<file path="config.mk">
export PLATFORM = sky130hd
export DESIGN_NAME = iwdt_device_flat
export DESIGN_NICKNAME = d
export VERILOG_FILES = /design/src/inc/iwdt_pkg.sv /design/src/inc/iwdt_if.sv /design/src/rtl/iwdt_device.sv /design/src/flat_wrapper.sv
export SDC_FILE = /design/constraint.sdc
export NUM_CORES = 1
export LEC_CHECK = 0
export BUFFER_PORTS_ARGS = -buffer_cell sky130_fd_sc_hd__buf_2
export CORE_MARGIN = 1
export CORE_UTILIZATION = 45
export CTS_BUF_LIST = sky130_fd_sc_hd__clkbuf_16
export DETAILED_ROUTE_END_ITERATION = 8
export PLACE_DENSITY = 0.72
export SLEW_MARGIN = 20
export SYNTH_ARGS = -nofsm -noshare
export SYNTH_HDL_FRONTEND = slang
export SYNTH_SLANG_ARGS = --single-unit
export TNS_END_PERCENT = 30
</file>
<file path="constraint.sdc">
create_clock -name clk -period 2.3 [get_ports clk]
set_clock_uncertainty 0.15 [all_clocks]
set_input_delay 0.46 -clock clk [delete_from_list [all_inputs] [get_ports clk]]
set_output_delay 0.46 -clock clk [all_outputs]
set_load 0.005 [all_outputs]
</file>
<file path="src/inc/iwdt_pkg.sv">
// Purpose: Shared constants and types for the interval/watchdog timer and its CPU-side end
// Assumes: One 50 MHz clock; slow oscillator ticks come from a divider enable
// Notes:   I/O map is byte addressed on an 8-bit bus
//
// Summary of operation
// 16-bit registers move as two byte accesses
// One shared high-byte latch per 16-bit timer
// Low-byte write loads latch plus low byte
// Low-byte read copies high byte into latch
// Host writes high first, reads low first
// Host keeps two-byte accesses uninterrupted
// Latch keeps value after low-byte write
// Interval timer runs from 90 kHz oscillator
// Twenty-stage divider feeds interval and prescaler outputs
// Interval irq gated; two 3-bit stage selects
// Divider runs by itself after reset
// Restart bit restarts divider when watchdog idle
// Three-bit watchdog counter overflow requests reset
// Restart instruction clears watchdog counter in time
// Counter cleared when disabled or on reset
// Three-bit select picks watchdog step tap
// Fuse level 1: starts off, timed changes
// Fuse level 2: always on, timed changes
// Control only through CPU I/O registers
// Disable: set change-enable and enable, then clear
// Change-enable clears itself after four cycles
// Reset flag forces watchdog enable on
// Select codes give 1K..1M oscillator cycles
// High-byte write touches only the latch
package iwdt_pkg;

  localparam int CLK_HZ      = 50_000_000;
  localparam int SLOW_OSC_HZ = 90_000;
  localparam int SLOW_DIV    = CLK_HZ / SLOW_OSC_HZ;
  localparam int SLOW_DIV_W  = 10;
  localparam logic [SLOW_DIV_W-1:0] SLOW_LAST = SLOW_DIV_W'(SLOW_DIV - 1);

  localparam int DIV_STAGES = 20;
  localparam int WD_CNT_W   = 3;
  localparam logic [2:0] CE_HOLD_CYCLES = 3'h4;
  localparam logic [4:0] INT_TAP_MAX    = 5'h13;

  localparam int NUM_W16    = 5;
  localparam int NUM_TIMERS = 2;
  // 0: timer B compare, 1: timer B capture, 2: timer C capture, 3/4: timer C compare A/B
  localparam logic [NUM_W16-1:0] W16_TIMER = 5'h1C;

  localparam logic [7:0] ADDR_W16_END = 8'h0A;
  localparam logic [7:0] ADDR_ICR     = 8'h0A;
  localparam logic [7:0] ADDR_WCR     = 8'h0B;
  localparam logic [7:0] ADDR_RSR     = 8'h0C;

  localparam int WCR_CE_BIT      = 4;
  localparam int WCR_EN_BIT      = 3;
  localparam int ICR_SECOND_LSB  = 5;
  localparam int ICR_RESTART_BIT = 4;
  localparam int ICR_IRQEN_BIT   = 3;
  localparam int RSR_WATCHDOG_RESET_FLAG_BIT    = 0;

  typedef enum logic [2:0] {OP_WR8, OP_RD8, OP_WR16, OP_RD16, OP_WD_RESTART, OP_TIMED} host_op_e;

  // Divider bit whose carry-out marks one watchdog step
  function automatic logic [4:0] wd_tap(input logic [2:0] ps);
    case (ps)
      3'h0:    wd_tap = 5'h09;
      3'h1:    wd_tap = 5'h0A;
      3'h2:    wd_tap = 5'h0B;
      3'h3:    wd_tap = 5'h0C;
      3'h4:    wd_tap = 5'h0E;
      3'h5:    wd_tap = 5'h0F;
      3'h6:    wd_tap = 5'h11;
      default: wd_tap = 5'h12 + 5'h01;
    endcase
  endfunction : wd_tap

endpackage : iwdt_pkg

</file>
<file path="src/inc/iwdt_if.sv">
// Purpose: 8-bit I/O bus between CPU-side end and timer block
// Assumes: Single clock, synchronous active-high reset
// Notes:   Read data answers one cycle after the read strobe
`timescale 1ns/1ps
interface iwdt_if (
  input wire logic clk,
  input wire logic reset
);
  logic [7:0] io_addr;
  logic [7:0] io_wdata;
  logic       io_we;
  logic       io_re;
  logic [7:0] io_rdata;
  logic       watchdog_restart_instr;

  modport device (input clk, reset, io_addr, io_wdata, io_we, io_re, watchdog_restart_instr, output io_rdata);
  modport host   (input clk, reset, io_rdata, output io_addr, io_wdata, io_we, io_re, watchdog_restart_instr);
endinterface : iwdt_if

</file>
<file path="src/rtl/iwdt_device.sv">
// Purpose: Interval divider, watchdog and shared 16-bit access latches
// Assumes: Fuse input is static; slow oscillator modelled by a clock-enable divider
// Notes:   Chip reset itself is applied outside; this block only requests it
`timescale 1ns/1ps
module iwdt_device
  import iwdt_pkg::*;
(
  iwdt_if.device                         bus,
  input  wire logic                      watchdog_safety_fuse,
  input  wire logic [NUM_W16-1:0]        hw_load,
  input  wire logic [NUM_W16-1:0][15:0]  hw_value,
  output logic      [NUM_W16-1:0][15:0]  word_value,
  output logic                           interval_out_clock,
  output logic                           watchdog_step_clock,
  output logic                           interval_irq,
  output logic                           system_reset_req,
  output logic                           watchdog_active
);

  logic                    clk;
  logic                    reset;
  logic [SLOW_DIV_W-1:0]   slow_cnt_r;
  logic                    slow_tick;
  logic [DIV_STAGES-1:0]   div_r;
  logic [DIV_STAGES-1:0]   int_mask;
  logic [DIV_STAGES-1:0]   wd_mask;
  logic [4:0]              int_tap;
  logic [4:0]              wd_tap_sel;
  logic                    int_tick;
  logic                    wd_step;
  logic                    irq_en_r;
  logic [2:0]              first_sel_r;
  logic [2:0]              second_sel_r;
  logic                    en_r;
  logic [2:0]              ps_r;
  logic [2:0]              ce_cnt_r;
  logic                    ce_live;
  logic [WD_CNT_W-1:0]     wd_cnt_r;
  logic                    wd_ovf;
  logic                    watchdog_reset_flag_r;
  logic                    fuse_s1_r;
  logic                    fuse_s2_r;
  logic [7:0]              tmp_r [NUM_TIMERS];
  logic                    w16_hit;
  logic [2:0]              w16_idx;
  logic                    w16_hi;
  logic                    icr_we;
  logic                    wcr_we;
  logic                    rsr_we;
  logic [7:0]              rd_nxt;
  logic [7:0]              rdata_r;

  assign clk   = bus.clk;
  assign reset = bus.reset;

  ////////////////////////////////////////////////////////////////////////
  // Bus decode
  assign w16_hit = bus.io_addr < ADDR_W16_END;
  assign w16_idx = bus.io_addr[3:1];
  assign w16_hi  = bus.io_addr[0];
  assign icr_we  = bus.io_we && bus.io_addr == ADDR_ICR;
  assign wcr_we  = bus.io_we && bus.io_addr == ADDR_WCR;
  assign rsr_we  = bus.io_we && bus.io_addr == ADDR_RSR;

  ////////////////////////////////////////////////////////////////////////
  // 16-bit registers and shared high-byte latches
  always_ff @(posedge clk) begin
    if (reset) begin
      for (int t = 0; t < NUM_TIMERS; t++) begin
        tmp_r[t] <= 8'h00;
      end
    end else if (w16_hit && w16_hi && bus.io_we) begin
      tmp_r[W16_TIMER[w16_idx]] <= bus.io_wdata;
    end else if (w16_hit && !w16_hi && bus.io_re) begin
      tmp_r[W16_TIMER[w16_idx]] <= word_value[w16_idx][15:8];
    end
    // Low-byte writes leave the latch alone so it can be reused
  end

  generate
    for (genvar i = 0; i < NUM_W16; i++) begin : g_w16
      localparam int T = W16_TIMER[i];
      // Capture hardware wins over a CPU write in the same cycle
      always_ff @(posedge clk) begin
        if (reset) begin
          word_value[i] <= 16'h0000;
        end else if (hw_load[i]) begin
          word_value[i] <= hw_value[i];
        end else if (bus.io_we && w16_hit && !w16_hi && w16_idx == 3'(i)) begin
          word_value[i] <= {tmp_r[T], bus.io_wdata};
        end
      end
    end
  endgenerate

  ////////////////////////////////////////////////////////////////////////
  // Slow oscillator enable and 20-stage divider
  assign slow_tick = slow_cnt_r == SLOW_LAST;

  always_ff @(posedge clk) begin
    if (reset || slow_tick) begin
      slow_cnt_r <= '0;
    end else begin
      slow_cnt_r <= slow_cnt_r + 1'b1;
    end
  end

  always_ff @(posedge clk) begin
    if (reset) begin
      div_r <= '0;
    end else if (icr_we && bus.io_wdata[ICR_RESTART_BIT] && !watchdog_active) begin
      div_r <= '0;
    end else if (slow_tick) begin
      div_r <= div_r + 1'b1;
    end
  end

  // A tap fires when every stage up to it is about to carry
  always_comb begin
    int_tap = {2'h0, first_sel_r} + {1'h0, second_sel_r, 1'h0};
    if (int_tap > INT_TAP_MAX) begin
      int_tap = INT_TAP_MAX;
    end
    wd_tap_sel = wd_tap(ps_r);
  end

  generate
    for (genvar b = 0; b < DIV_STAGES; b++) begin : g_mask
      assign int_mask[b] = 5'(b) <= int_tap;
      assign wd_mask[b]  = 5'(b) <= wd_tap_sel;
    end
  endgenerate

  assign int_tick = slow_tick && (&(div_r | ~int_mask));
  assign wd_step  = slow_tick && (&(div_r | ~wd_mask));

  ////////////////////////////////////////////////////////////////////////
  // Interval control register
  always_ff @(posedge clk) begin
    if (reset) begin
      irq_en_r     <= 1'b0;
      first_sel_r  <= 3'h0;
      second_sel_r <= 3'h0;
    end else if (icr_we) begin
      irq_en_r     <= bus.io_wdata[ICR_IRQEN_BIT];
      first_sel_r  <= bus.io_wdata[2:0];
      second_sel_r <= bus.io_wdata[ICR_SECOND_LSB +: 3];
    end
  end

  always_ff @(posedge clk) begin
    if (reset) begin
      interval_out_clock  <= 1'b0;
      watchdog_step_clock <= 1'b0;
      interval_irq        <= 1'b0;
    end else begin
      interval_out_clock  <= int_tick;
      watchdog_step_clock <= wd_step;
      interval_irq        <= int_tick && irq_en_r;
    end
  end

  ////////////////////////////////////////////////////////////////////////
  // Watchdog control and timed change window
  // Fuse is a static level from outside; two flops before use
  always_ff @(posedge clk) begin
    if (reset) begin
      fuse_s1_r <= 1'b0;
      fuse_s2_r <= 1'b0;
    end else begin
      fuse_s1_r <= watchdog_safety_fuse;
      fuse_s2_r <= fuse_s1_r;
    end
  end

  assign ce_live         = ce_cnt_r != 3'h0;
  assign watchdog_active = en_r || fuse_s2_r || watchdog_reset_flag_r;

  always_ff @(posedge clk) begin
    if (reset) begin
      ce_cnt_r <= 3'h0;
    end else if (wcr_we && bus.io_wdata[WCR_CE_BIT] && bus.io_wdata[WCR_EN_BIT]) begin
      ce_cnt_r <= CE_HOLD_CYCLES;
    end else if (ce_live) begin
      ce_cnt_r <= ce_cnt_r - 3'h1;
    end
  end

  always_ff @(posedge clk) begin
    if (reset) begin
      en_r <= 1'b0;
    end else if (wcr_we && bus.io_wdata[WCR_EN_BIT]) begin
      en_r <= 1'b1;
    end else if (wcr_we && ce_live && !fuse_s2_r && !watchdog_reset_flag_r) begin
      en_r <= 1'b0;
    end
  end

  // Time-out only moves inside the window, whatever the fuse level
  always_ff @(posedge clk) begin
    if (reset) begin
      ps_r <= 3'h0;
    end else if (wcr_we && ce_live) begin
      ps_r <= bus.io_wdata[2:0];
    end
  end

  ////////////////////////////////////////////////////////////////////////
  // Watchdog counter and reset request
  assign wd_ovf = watchdog_active && !bus.watchdog_restart_instr && wd_step && (&wd_cnt_r);

  always_ff @(posedge clk) begin
    if (reset || bus.watchdog_restart_instr || !watchdog_active) begin
      wd_cnt_r <= '0;
    end else if (wd_step) begin
      wd_cnt_r <= wd_cnt_r + 1'b1;
    end
  end

  always_ff @(posedge clk) begin
    if (reset) begin
      system_reset_req <= 1'b0;
    end else begin
      system_reset_req <= wd_ovf;
    end
  end

  // Flag outlives the chip reset it causes only if the outside keeps
  // this block out of reset; the set beats a same-cycle clear
  always_ff @(posedge clk) begin
    if (reset) begin
      watchdog_reset_flag_r <= 1'b0;
    end else if (wd_ovf) begin
      watchdog_reset_flag_r <= 1'b1;
    end else if (rsr_we && !bus.io_wdata[RSR_WATCHDOG_RESET_FLAG_BIT]) begin
      watchdog_reset_flag_r <= 1'b0;
    end
  end

  ////////////////////////////////////////////////////////////////////////
  // Read path, registered
  always_comb begin
    rd_nxt = 8'h00;
    if (w16_hit) begin
      rd_nxt = w16_hi ? tmp_r[W16_TIMER[w16_idx]] : word_value[w16_idx][7:0];
    end else if (bus.io_addr == ADDR_ICR) begin
      rd_nxt = {second_sel_r, 1'b0, irq_en_r, first_sel_r};
    end else if (bus.io_addr == ADDR_WCR) begin
      rd_nxt = {3'h0, ce_live, watchdog_active, ps_r};
    end else if (bus.io_addr == ADDR_RSR) begin
      rd_nxt = {7'h00, watchdog_reset_flag_r};
    end
  end

  always_ff @(posedge clk) begin
    if (reset) begin
      rdata_r <= 8'h00;
    end else if (bus.io_re) begin
      rdata_r <= rd_nxt;
    end
  end

  assign bus.io_rdata = rdata_r;

endmodule : iwdt_device

</file>
<file path="src/flat_wrapper.sv">
// flat-port wrapper written by rule: the top's interface ports become plain ports
module iwdt_device_flat import iwdt_pkg::*;
  (watchdog_safety_fuse, hw_load, hw_value, word_value, interval_out_clock, watchdog_step_clock, interval_irq, system_reset_req, watchdog_active, clk, reset, bus_io_addr, bus_io_wdata, bus_io_we, bus_io_re, bus_watchdog_restart_instr, bus_io_rdata);
  iwdt_if bus_i (.clk(clk), .reset(reset));
  input  wire logic watchdog_safety_fuse;
  input  wire logic [NUM_W16-1:0] hw_load;
  input  wire logic [NUM_W16-1:0][15:0] hw_value;
  output logic      [NUM_W16-1:0][15:0] word_value;
  output logic interval_out_clock;
  output logic watchdog_step_clock;
  output logic interval_irq;
  output logic system_reset_req;
  output logic watchdog_active;
  input wire logic clk;
  input wire logic reset;
  input wire logic [$bits(bus_i.io_addr)-1:0] bus_io_addr;
  input wire logic [$bits(bus_i.io_wdata)-1:0] bus_io_wdata;
  input wire logic [$bits(bus_i.io_we)-1:0] bus_io_we;
  input wire logic [$bits(bus_i.io_re)-1:0] bus_io_re;
  input wire logic [$bits(bus_i.watchdog_restart_instr)-1:0] bus_watchdog_restart_instr;
  output wire logic [$bits(bus_i.io_rdata)-1:0] bus_io_rdata;
  assign bus_i.io_addr = bus_io_addr;
  assign bus_i.io_wdata = bus_io_wdata;
  assign bus_i.io_we = bus_io_we;
  assign bus_i.io_re = bus_io_re;
  assign bus_i.watchdog_restart_instr = bus_watchdog_restart_instr;
  assign bus_io_rdata = bus_i.io_rdata;
  iwdt_device u_core (.bus(bus_i), .watchdog_safety_fuse(watchdog_safety_fuse), .hw_load(hw_load), .hw_value(hw_value), .word_value(word_value), .interval_out_clock(interval_out_clock), .watchdog_step_clock(watchdog_step_clock), .interval_irq(interval_irq), .system_reset_req(system_reset_req), .watchdog_active(watchdog_active));
endmodule
</file>
==> Word level (Yosys, flattened, before mapping) <==
Memories as Yosys holds them, arrays and structs flattened.
Index checks and enable logic that the tools add are counted.
{ "classes": {"n_addsub": 5, "magnitude_cmp": 43, "eq_ne": 14, "n_mux": 39, "bitwise_logic": 5, "n_reduce_logical": 57} }
{ "ops": {"columns": ["operator", "count"], "rows": [
  ["$mux 16", 11],
  ["$le 4x5->1 const A", 16],
  ["$bmux 16 s3", 1],
  ["$mux 8", 6],
  ["$le 3x5->1 const A", 8],
  ["$le 5x5->1 const A", 8],
  ["$not 20->20", 2],
  ["$or 20x20->20", 2],
  ["$reduce_and 20->1", 2],
  ["$pmux 5 s7", 1],
  ["$logic_and 1x1->1", 29],
  ["$eq 8x4->1 const B", 3],
  ["$add 20x1->20 const B", 1],
  ["$le 1x5->1 const A", 4],
  ["$le 2x5->1 const A", 4],
  ["$mux 1", 17],
  ["$reduce_bool 2->1", 8],
  ["$eq 3x2->1 const B", 4],
  ["$eq 3x3->1 const B", 4],
  ["$add 10x1->10 const B", 1],
  ["$eq 10x10->1 const B", 1],
  ["$lt 8x4->1 const B", 1],
  ["$reduce_or 8->1", 1],
  ["$eq 3x1->1 const B", 2],
  ["14 further kinds", 26]
]} }
{ "word_totals": {"reg_bits": 142, "ram_bits": 16, "rom_bits": 8, "in_bits": 107, "output_inout_bits": 93, "word_cells": 188, "memories": 2} }
{ "mem_list": {"columns": ["name", "words", "width", "rd", "rd_clocked_by_memory_dff", "wr", "line", "source"], "rows": [
  ["u_core.tmp_r", 2, 8, 3, 0, 2, "iwdt_device.sv:43", "logic [7:0] tmp_r [NUM_TIMERS];"],
  ["(no name shown)", 8, 1, 1, 0, 0, "iwdt_device.sv:73", "tmp_r[W16_TIMER[w16_idx]] <= bus.io_wdata;"]
]} }

==> Logic depth before layout (Yosys ltp) <==
Gate-level depths: netlist of run 1.
{ "logic_depth": {"ltp_word": 10, "mapped_depth": 9, "mapped_depth_nobuf": 8} }

==> Least setup slack after synthesis of run 1 <==
Ideal clock, no wire load.
{ "synth_timing": {"kind": "flip-flop to flip-flop", "from": "reg u_core.second_sel_r[0]", "to": "reg u_core.interval_irq", "setup_ns": 0.061, "arrival_time_ns": 2.227, "t_required_ns": 2.089, "path_slack_ns": -0.138, "stages_incl_launch_ff": 9, "n_path_buf": 0, "synth_period_minus_slack_ns": 2.438, "path_cell_list": "dfxtp_1 > ha_1 > fa_1 > o21ai_0 > a21oi_1 > or4b_1 > a21oi_1 > nor4bb_1 > and4_1"} }
{ "synth_via": {"elab_chain_len": 9, "elab_cells_between_ends": 28, "classes_between": "add/sub: 1; order compare: 21; mux: 1; bitwise: 2; reduce/logical: 3"} }
{ "synth_rtl": {"columns": ["element", "line", "source"], "rows": [
  ["start: declaration", "iwdt_device.sv:33", "logic [2:0] second_sel_r;"],
  ["start signal: assignment", "iwdt_device.sv:147", "second_sel_r <= bus.io_wdata[ICR_SECOND_LSB +: 3];"],
  ["$add 3x4->5 *", "iwdt_device.sv:120", "int_tap = {2'h0, first_sel_r} + {1'h0, second_sel_r, 1'h0};"],
  ["$gt 5x5->1", "iwdt_device.sv:121", "if (int_tap > INT_TAP_MAX) begin"],
  ["$mux 5 *", "iwdt_device.sv:121", null],
  ["$le 1x5->1, or another cell as far along", "iwdt_device.sv:129", "assign int_mask[b] = 5'(b) <= int_tap;"],
  ["$not 20->20 *", "iwdt_device.sv:134", "assign int_tick = slow_tick && (&(div_r | ~int_mask));"],
  ["$or 20x20->20 *", "iwdt_device.sv:134", null],
  ["$reduce_and 20->1 *", "iwdt_device.sv:134", null],
  ["$logic_and 1x1->1 *", "iwdt_device.sv:134", null],
  ["$logic_and 1x1->1 *", "iwdt_device.sv:159", "interval_irq <= int_tick && irq_en_r;"],
  ["end signal: assignment", "iwdt_device.sv:159", null],
  ["end: declaration", "iwdt_device.sv:15", "output logic interval_irq,"]
]} }
Every way passes the cells marked *; elsewhere a longest branch is shown, timed or not.
A chain may end at the register's enable or synchronous reset.

==> Worst setup path in the final report of run 1 <==
{ "layout_timing": {"from": "reg u_core.first_sel_r[1]", "to": "reg u_core.interval_irq"} }
{ "layout_via": {"elab_chain_len": 9, "elab_cells_between_ends": 28, "classes_between": "add/sub: 1; order compare: 21; mux: 1; bitwise: 2; reduce/logical: 3"} }
{ "layout_rtl": {"columns": ["element", "line", "source"], "rows": [
  ["start: declaration", "iwdt_device.sv:32", "logic [2:0] first_sel_r;"],
  ["start signal: assignment", "iwdt_device.sv:146", "first_sel_r <= bus.io_wdata[2:0];"],
  ["$add 3x4->5 *", "iwdt_device.sv:120", null],
  ["$gt 5x5->1", "iwdt_device.sv:121", null],
  ["$mux 5 *", "iwdt_device.sv:121", null],
  ["$le 1x5->1, or another cell as far along", "iwdt_device.sv:129", null],
  ["$not 20->20 *", "iwdt_device.sv:134", null],
  ["$or 20x20->20 *", "iwdt_device.sv:134", null],
  ["$reduce_and 20->1 *", "iwdt_device.sv:134", null],
  ["$logic_and 1x1->1 *", "iwdt_device.sv:134", null],
  ["$logic_and 1x1->1 *", "iwdt_device.sv:159", null]
]} }
Marks and branches as above.

==> results.json, run 1 <==
{
  "maxSlewViolCount": 0,
  "cell_area_placed_um2": 9810,
  "synth_ff_type": "sky130_fd_sc_hd__dfxtp_1",
  "max_cap_violations": 0,
  "final_min_period_over_clock_period_pct": 106,
  "synthesized_instance_count": 934,
  "hold_viol_final": 0,
  "maximum_vdd_drop_v": 0.000633,
  "p_per_area_nw_per_um2": 627,
  "yosys_warnings": 0,
  "ff_latch_area_um2": 3330,
  "path_delay_family": "compound AO/OA/AOI/OAI gates",
  "area_growth_syn_to_layout_pct": 25.3,
  "leakage_nw": 4.75,
  "period_minus_slack_ns": 2.45,
  "failed_checks": "negative setup slack",
  "max_freq_mhz": 409,
  "critPathMaxStageDelay_ns": 0.60,
  "critical_path.max_fanout": 6,
  "clkTransAtPathRegs_ns": 0.06,
  "worst_slew_pin_slew_ns": 0.647,
  "fin_nets": 1267,
  "detailedRoute.firstIterationViolations": 649,
  "cts_tree": "done",
  "critical_path.slowest_cell": "sky130_fd_sc_hd__a2111oi_0",
  "dieArea_um2": 19000,
  "detailed_place_hpwl_um": 20300,
  "synth_seq_cells": 158,
  "mostFrequentLayoutCells": "203 x sky130_fd_sc_hd__nor2_1, 198 x sky130_fd_sc_hd__buf_2, 140 x sky130_fd_sc_hd__dfxtp_1",
  "drt_drc_violations_left": 0,
  "post-synth-top-area-fraction_pct": 34.3,
  "fin_setup_tns_ns": -0.261,
  "fin_area_um2": 10400,
  "outcome": "finished, violations left",
  "grt_first_pass_wirelength_um": 40300,
  "area_used_by_multi_input_combinational_logic_um2": 4680,
  "hold_path_class": "input pin to flip-flop",
  "timing.slew.headroom_pct": 56.5,
  "path_buf_inv": 1,
  "cts_hold_buf": 0,
  "timing.critical_path.to_type": "flip-flop",
  "wirelength_um": 27100,
  "crit_type": "flip-flop to flip-flop",
  "antenna_violations_before_repair": 0,
  "cts.sink_count": 158,
  "worst_ep_arrival_time_ns": 2.61,
  "place.port_buffers": 199,
  "core_area_um2": 18000,
  "pin_count": 200,
  "fillers": 1635,
  "antenna_cells_inserted": 0,
  "numCtsBuffers": 17,
  "mostFrequentLayoutCell": "sky130_fd_sc_hd__nor2_1",
  "timing.critical_path.from_type": "flip-flop",
  "grt_util_all_layers_pct": 28.6,
  "setup_viol_count_final": 2,
  "grt_setup_unrepaired": "true",
  "drtPass1Iterations": 5,
  "vias": 7908,
  "final_wtd_congestion": 0.954,
  "synth_edf_count": 16,
  "yosysSeqAreaShare_pct": 40.1,
  "drtAntennaViolNets": 0,
  "cts.repair_timing.setup_buffer_count": 0,
  "yosysUniqueCellTypes": 65,
  "fp-row-count": 49,
  "path_cells": "ha_4, fa_2, buf_4, o21ai_0, a2111oi_0, a211oi_2, and4_1",
  "grt_pass1_vias": 7246,
  "syn_area_um2": 8280,
  "synth_top_area_cell": "sky130_fd_sc_hd__dfxtp_1",
  "insertion_delay_ns": 0.43,
  "avg_inst_size_synth_um2": 8.87,
  "htree_levels": 4,
  "grt_max_degree": 44,
  "grt_remaining_overflow": 0,
  "die-width_um": 138,
  "layout_setup_ws_ns": -0.145,
  "die_h_um": 138,
  "detail_routed_net_length_per_standard_cell_um": 19.5,
  "postSynthNetCount": 1053,
  "clockBufferDepth": 2,
  "async_flop_share_pct": 0,
  "synth_top_cells_by_area": "sky130_fd_sc_hd__dfxtp_1 34%, sky130_fd_sc_hd__mux2i_1 11%, sky130_fd_sc_hd__nor2_1 9.2%, sky130_fd_sc_hd__edfxtp_1 5.8%, sky130_fd_sc_hd__mux4_2 4.1%",
  "final_layout_size_suffix_gt1_share_pct": 29.0,
  "clock_tree.root_cell": "sky130_fd_sc_hd__clkbuf_16",
  "route.detailed.vias_per_inst": 5.70,
  "required_time_of_the_critical_path_ns": 2.46,
  "initial_core_util_pct": 46.0
}
==> per-layer routing <==
layer,wire [µm],up-vias,GRT usage [%],part of all wire (%)
met2,12700,428,47.6,47
li1,-,3734,-,-
met3,2580,43,6.84,9.5
met5,0,-,0,0
met4,500,0,8.42,1.8
met1,11300,3703,36.5,42
==> area by class of cell <==
type                            instances  share of cell area, %
Clock buffer                           17                   4.10
Clock inverter                         12                  0.964
Inverter                               17                  0.615
Multi-Input combinational cell        697                   45.1
Sequential cell                       158                   32.0
Tap cell                              229                   2.76
Timing Repair Buffer                  257                   14.4
==> worst reg2reg max path: cells and delay by family (launching register included) <==
kind | cells | cell delay [ns]
compound gates | 3 | 0.78
flops | 1 | 0.33
buf+inv | 1 | 0.15
simple gates | 1 | 0.21
fa+ha+maj | 2 | 0.71
==> what timing repair did <==
| action | CTS | global route |
|---|---|---|
| pin swaps | 3 | 3 |
| setup endpoints to repair | 2 | 6 |
| gates resized for setup | 1 | 7 |
==> sequential cells by signal (all words and copies together), names as in the netlist, 3 cells and up <==
signal               cells
u_core.ce_cnt_r          3
u_core.div_r            20
u_core.wd_cnt_r          3
u_core.word_value       80
u_core.ps_r              3
u_core.first_sel_r       3
u_core.second_sel_r      3
u_core.bus.io_rdata      8
u_core.slow_cnt_r       10
u_core.tmp_r            16
==> worst paths after layout <==
check,start,end,slack (ns),cells past startpoint
worst max-delay path,u_core.first_sel_r[1],u_core.interval_irq,-0.15,7
worst min-delay path,watchdog_safety_fuse,u_core.fuse_s1_r,0.1,2
worst max register to register,u_core.first_sel_r[1],u_core.interval_irq,-0.15,7
worst min register to register,u_core.slow_cnt_r[0],u_core.slow_cnt_r[0],0.32,1
==> Yosys cell counts, drive strengths merged, types with 14 or more instances <==
cell type and number:
o21ai 31, edfxtp 16, a211oi 38, nor2 205
dfxtp 142, mux2 16, mux2i 95, a21oi 54
xor2 14, clkbuf 36, nand3 39, buf 26
inv 17, mux4 15, nand2 54
==> kinds of logic (layout without fill, tap and decap cells) <==
group	after synthesis	count (layout)	synth area share, %
AND/OR/NAND/NOR	373	373	21.0
AO/OA/AOI/OAI	160	160	12.3
flip-flops	158	158	40.1
multiplexers	126	126	17.7
buffers and inverters	79	303	4.18
XOR/XNOR	26	26	2.75
adder cells (fa/ha/maj)	12	12	1.90
==> power by group <==
| part | internal (mW) | switching (mW) |
|---|---|---|
| clock | 1.46 | 1.13 |
| sequential | 2.91 | 0.127 |
| combinational | 0.390 | 0.492 |
| total | 4.76 | 1.75 |
==> per-stage QoR <==
step           total power [mW]  setup WS, ns  hold WS (ns)  cells  utilization (%)
3_3_place_gp               3.94        -0.125         0.306   1358             54.4
4_1_cts                    6.53       -0.0966        0.0832   1387             57.4
2_1_floorplan              3.54       -0.0351         0.264    934                -
5_1_grt                    6.75        -0.213        0.0963   1387             57.6
6_report                   6.51        -0.145        0.0970   1387             57.6
3_5_place_dp               3.96        -0.170         0.314   1358             54.4
Note: power is estimated with default switching activity, not from simulation.
==> run 2, diff against run 1 <==
Settings changed: SETUP_SLACK_MARGIN set to 0.3, TNS_END_PERCENT 30 to 100.
==> run 2 against run 1 <==
Compared with the run above:
- non-clock buffer count grew 15
- combinational power is 2% higher
- core utilization up 2.7 points
- hold slack better by 0.010 ns
- highest routed layer unchanged
- cell count increased by 1.2%
- the flow still finishes with violations (negative setup slack)
- maximum frequency increased by 1.9%
- sequential power is essentially flat
==> results.json, run 2 (synthesis gave the netlist of run 1 again) <==
{
  "outcome": "finished, violations left",
  "failed_checks": "negative setup slack",
  "die-width_um": 138,
  "core_area_um2": 18000,
  "area_growth_syn_to_layout_pct": 31.3,
  "detailed_place_hpwl_um": 20000,
  "initial_core_util_pct": 46.0,
  "timing.critical_path.to_type": "flip-flop",
  "drtAntennaViolNets": 0,
  "p_per_area_nw_per_um2": 624,
  "worst_slew_pin_slew_ns": 0.650,
  "layout_setup_ws_ns": -0.100,
  "vias": 8078,
  "drt_drc_violations_left": 0,
  "number_of_flip_flops_under_the_largest_register_name": 80,
  "final_wtd_congestion": 0.914,
  "dieArea_um2": 19000,
  "clkTransAtPathRegs_ns": 0.06,
  "fillers": 1559,
  "mostFrequentLayoutCell": "sky130_fd_sc_hd__nor2_1",
  "numCtsBuffers": 17,
  "setup_viol_count_final": 2,
  "detail_routed_net_length_per_standard_cell_um": 19.6,
  "worst_reg2reg_path_startpoint": "u_core.first_sel_r[1]",
  "placedCellCount": 1360,
  "rrSetupSlack_ns": -0.10,
  "place.port_buffers": 199,
  "fp-row-count": 49,
  "critical_path.max_fanout": 8,
  "cts.sink_count": 158,
  "maximum_vdd_drop_v": 0.000554,
  "finalCoreUtilization_pct": 60.3,
  "cts_hold_buf": 0,
  "min_to": "u_core.word_value[64]",
  "max_freq_mhz": 417,
  "grt_remaining_overflow": 0,
  "largest_registers": "u_core.word_value x80, u_core.div_r x20, u_core.tmp_r x16",
  "grt_first_pass_wirelength_um": 41100,
  "final_cells": 1403,
  "drtPass1Iterations": 5,
  "timing.slew.headroom_pct": 56.6,
  "hold_path_class": "input pin to flip-flop",
  "max_flop_register": "u_core.word_value",
  "worst_hold_path.num_cells": 3,
  "hold_viol_final": 0,
  "grt_pass1_vias": 7448,
  "period_minus_slack_ns": 2.40,
  "final_min_period_over_clock_period_pct": 104,
  "max_cap_violations": 0,
  "required_time_of_the_critical_path_ns": 2.53,
  "cts_tree": "done",
  "dp_slack_ns": -0.109,
  "timing.critical_path.from_type": "flip-flop",
  "leakage_nw": 4.96,
  "wirelength_um": 27500,
  "htree_levels": 4,
  "power.total_mw": 6.78,
  "grt_max_degree": 58,
  "worst_ep_arrival_time_ns": 2.63,
  "timing.reg2reg.worst_path_depth": 9,
  "holdWs_ns": 0.107,
  "route.detailed.vias_per_inst": 5.76,
  "critical_path.reg2reg.endpoint": "u_core.interval_irq",
  "final_layout_size_suffix_gt1_share_pct": 33.1,
  "antenna_cells_inserted": 0,
  "die_h_um": 138,
  "clockBufferDepth": 2,
  "pin_count": 200,
  "maxSlewViolCount": 0,
  "detailedRoute.firstIterationViolations": 905,
  "grt_util_all_layers_pct": 28.8,
  "mostFrequentLayoutCells": "198 x sky130_fd_sc_hd__nor2_1, 197 x sky130_fd_sc_hd__buf_2, 135 x sky130_fd_sc_hd__dfxtp_1",
  "clock_tree.root_cell": "sky130_fd_sc_hd__clkbuf_16",
  "fin_nets": 1282,
  "insertion_delay_ns": 0.43,
  "antenna_violations_before_repair": 0,
  "grt_setup_unrepaired": "true",
  "min-delay-start": "hw_value[64]",
  "crit_type": "flip-flop to flip-flop"
}
## run 2: layer usage
metal	GRT usage (%)	part of all wire (%)	up-vias
li1	-	-	3764
met1	38.0	42	3839
met2	46.2	46	406
met3	4.56	8.1	69
met4	12.8	3.4	0
met5	0	0	-
## run 2: worst max path at each step
stage                           from             endpoint  slack, ns  depth (start not counted)
6_report       u_core.first_sel_r[1]  u_core.interval_irq      -0.10                          9
5_1_grt        u_core.first_sel_r[1]  u_core.interval_irq      -0.14                          8
4_1_cts        u_core.first_sel_r[1]  u_core.interval_irq      -0.06                          8
3_5_place_dp   u_core.first_sel_r[1]  u_core.interval_irq      -0.11                          8
3_3_place_gp   u_core.first_sel_r[1]  u_core.interval_irq      -0.04                          9
2_1_floorplan  u_core.first_sel_r[1]  u_core.interval_irq      -0.04                          8
## run 2: per-stage QoR
step / instance area, µm² / TNS (ns)
floorplan: 8450 / -0.0461
finish: 10900 / -0.172
CTS: 10700 / -0.0905
global placement: 9970 / -0.617
detailed placement: 9970 / -1.65
global route: 10900 / -0.244
## run 2: cell type report
class                           count  area (µm²)  share of cell area, %
Multi-Input combinational cell    697        4910                   45.2
Sequential cell                   158        3330                   30.7
Timing Repair Buffer              272        1700                   15.6
Clock buffer                       18         450                   4.14
Tap cell                          229         287                   2.63
Clock inverter                     12         129                   1.19
Inverter                           17        63.8                  0.587
## run 2: worst max-delay path: stages (launching register included)
cell                       delay (ns)
sky130_fd_sc_hd__dfxtp_2         0.33
sky130_fd_sc_hd__ha_4            0.16
sky130_fd_sc_hd__fa_2            0.33
sky130_fd_sc_hd__buf_4           0.17
sky130_fd_sc_hd__nand2b_1        0.15
sky130_fd_sc_hd__and2_1          0.18
sky130_fd_sc_hd__a311oi_1        0.26
sky130_fd_sc_hd__a21oi_1         0.13
sky130_fd_sc_hd__a211oi_2        0.27
sky130_fd_sc_hd__and4_1          0.22
## run 2: power by group
group / switching [mW] / leakage [nW] / total (mW) / internal (mW)
combinational: 0.490 / 3.34 / 0.901 / 0.411
sequential: 0.132 / 1.32 / 3.04 / 2.91
clock: 1.11 / 0.299 / 2.84 / 1.73
total: 1.73 / 4.96 / 6.78 / 5.05
## run 2: what timing repair did
item                                    CTS  global route
cloned                                    0             1
buffers inserted                          8             4
hold endpoints to repair                  0             0
endpoints found under the setup margin   17            42
resized for setup                        17            34
pin swaps                                11            22
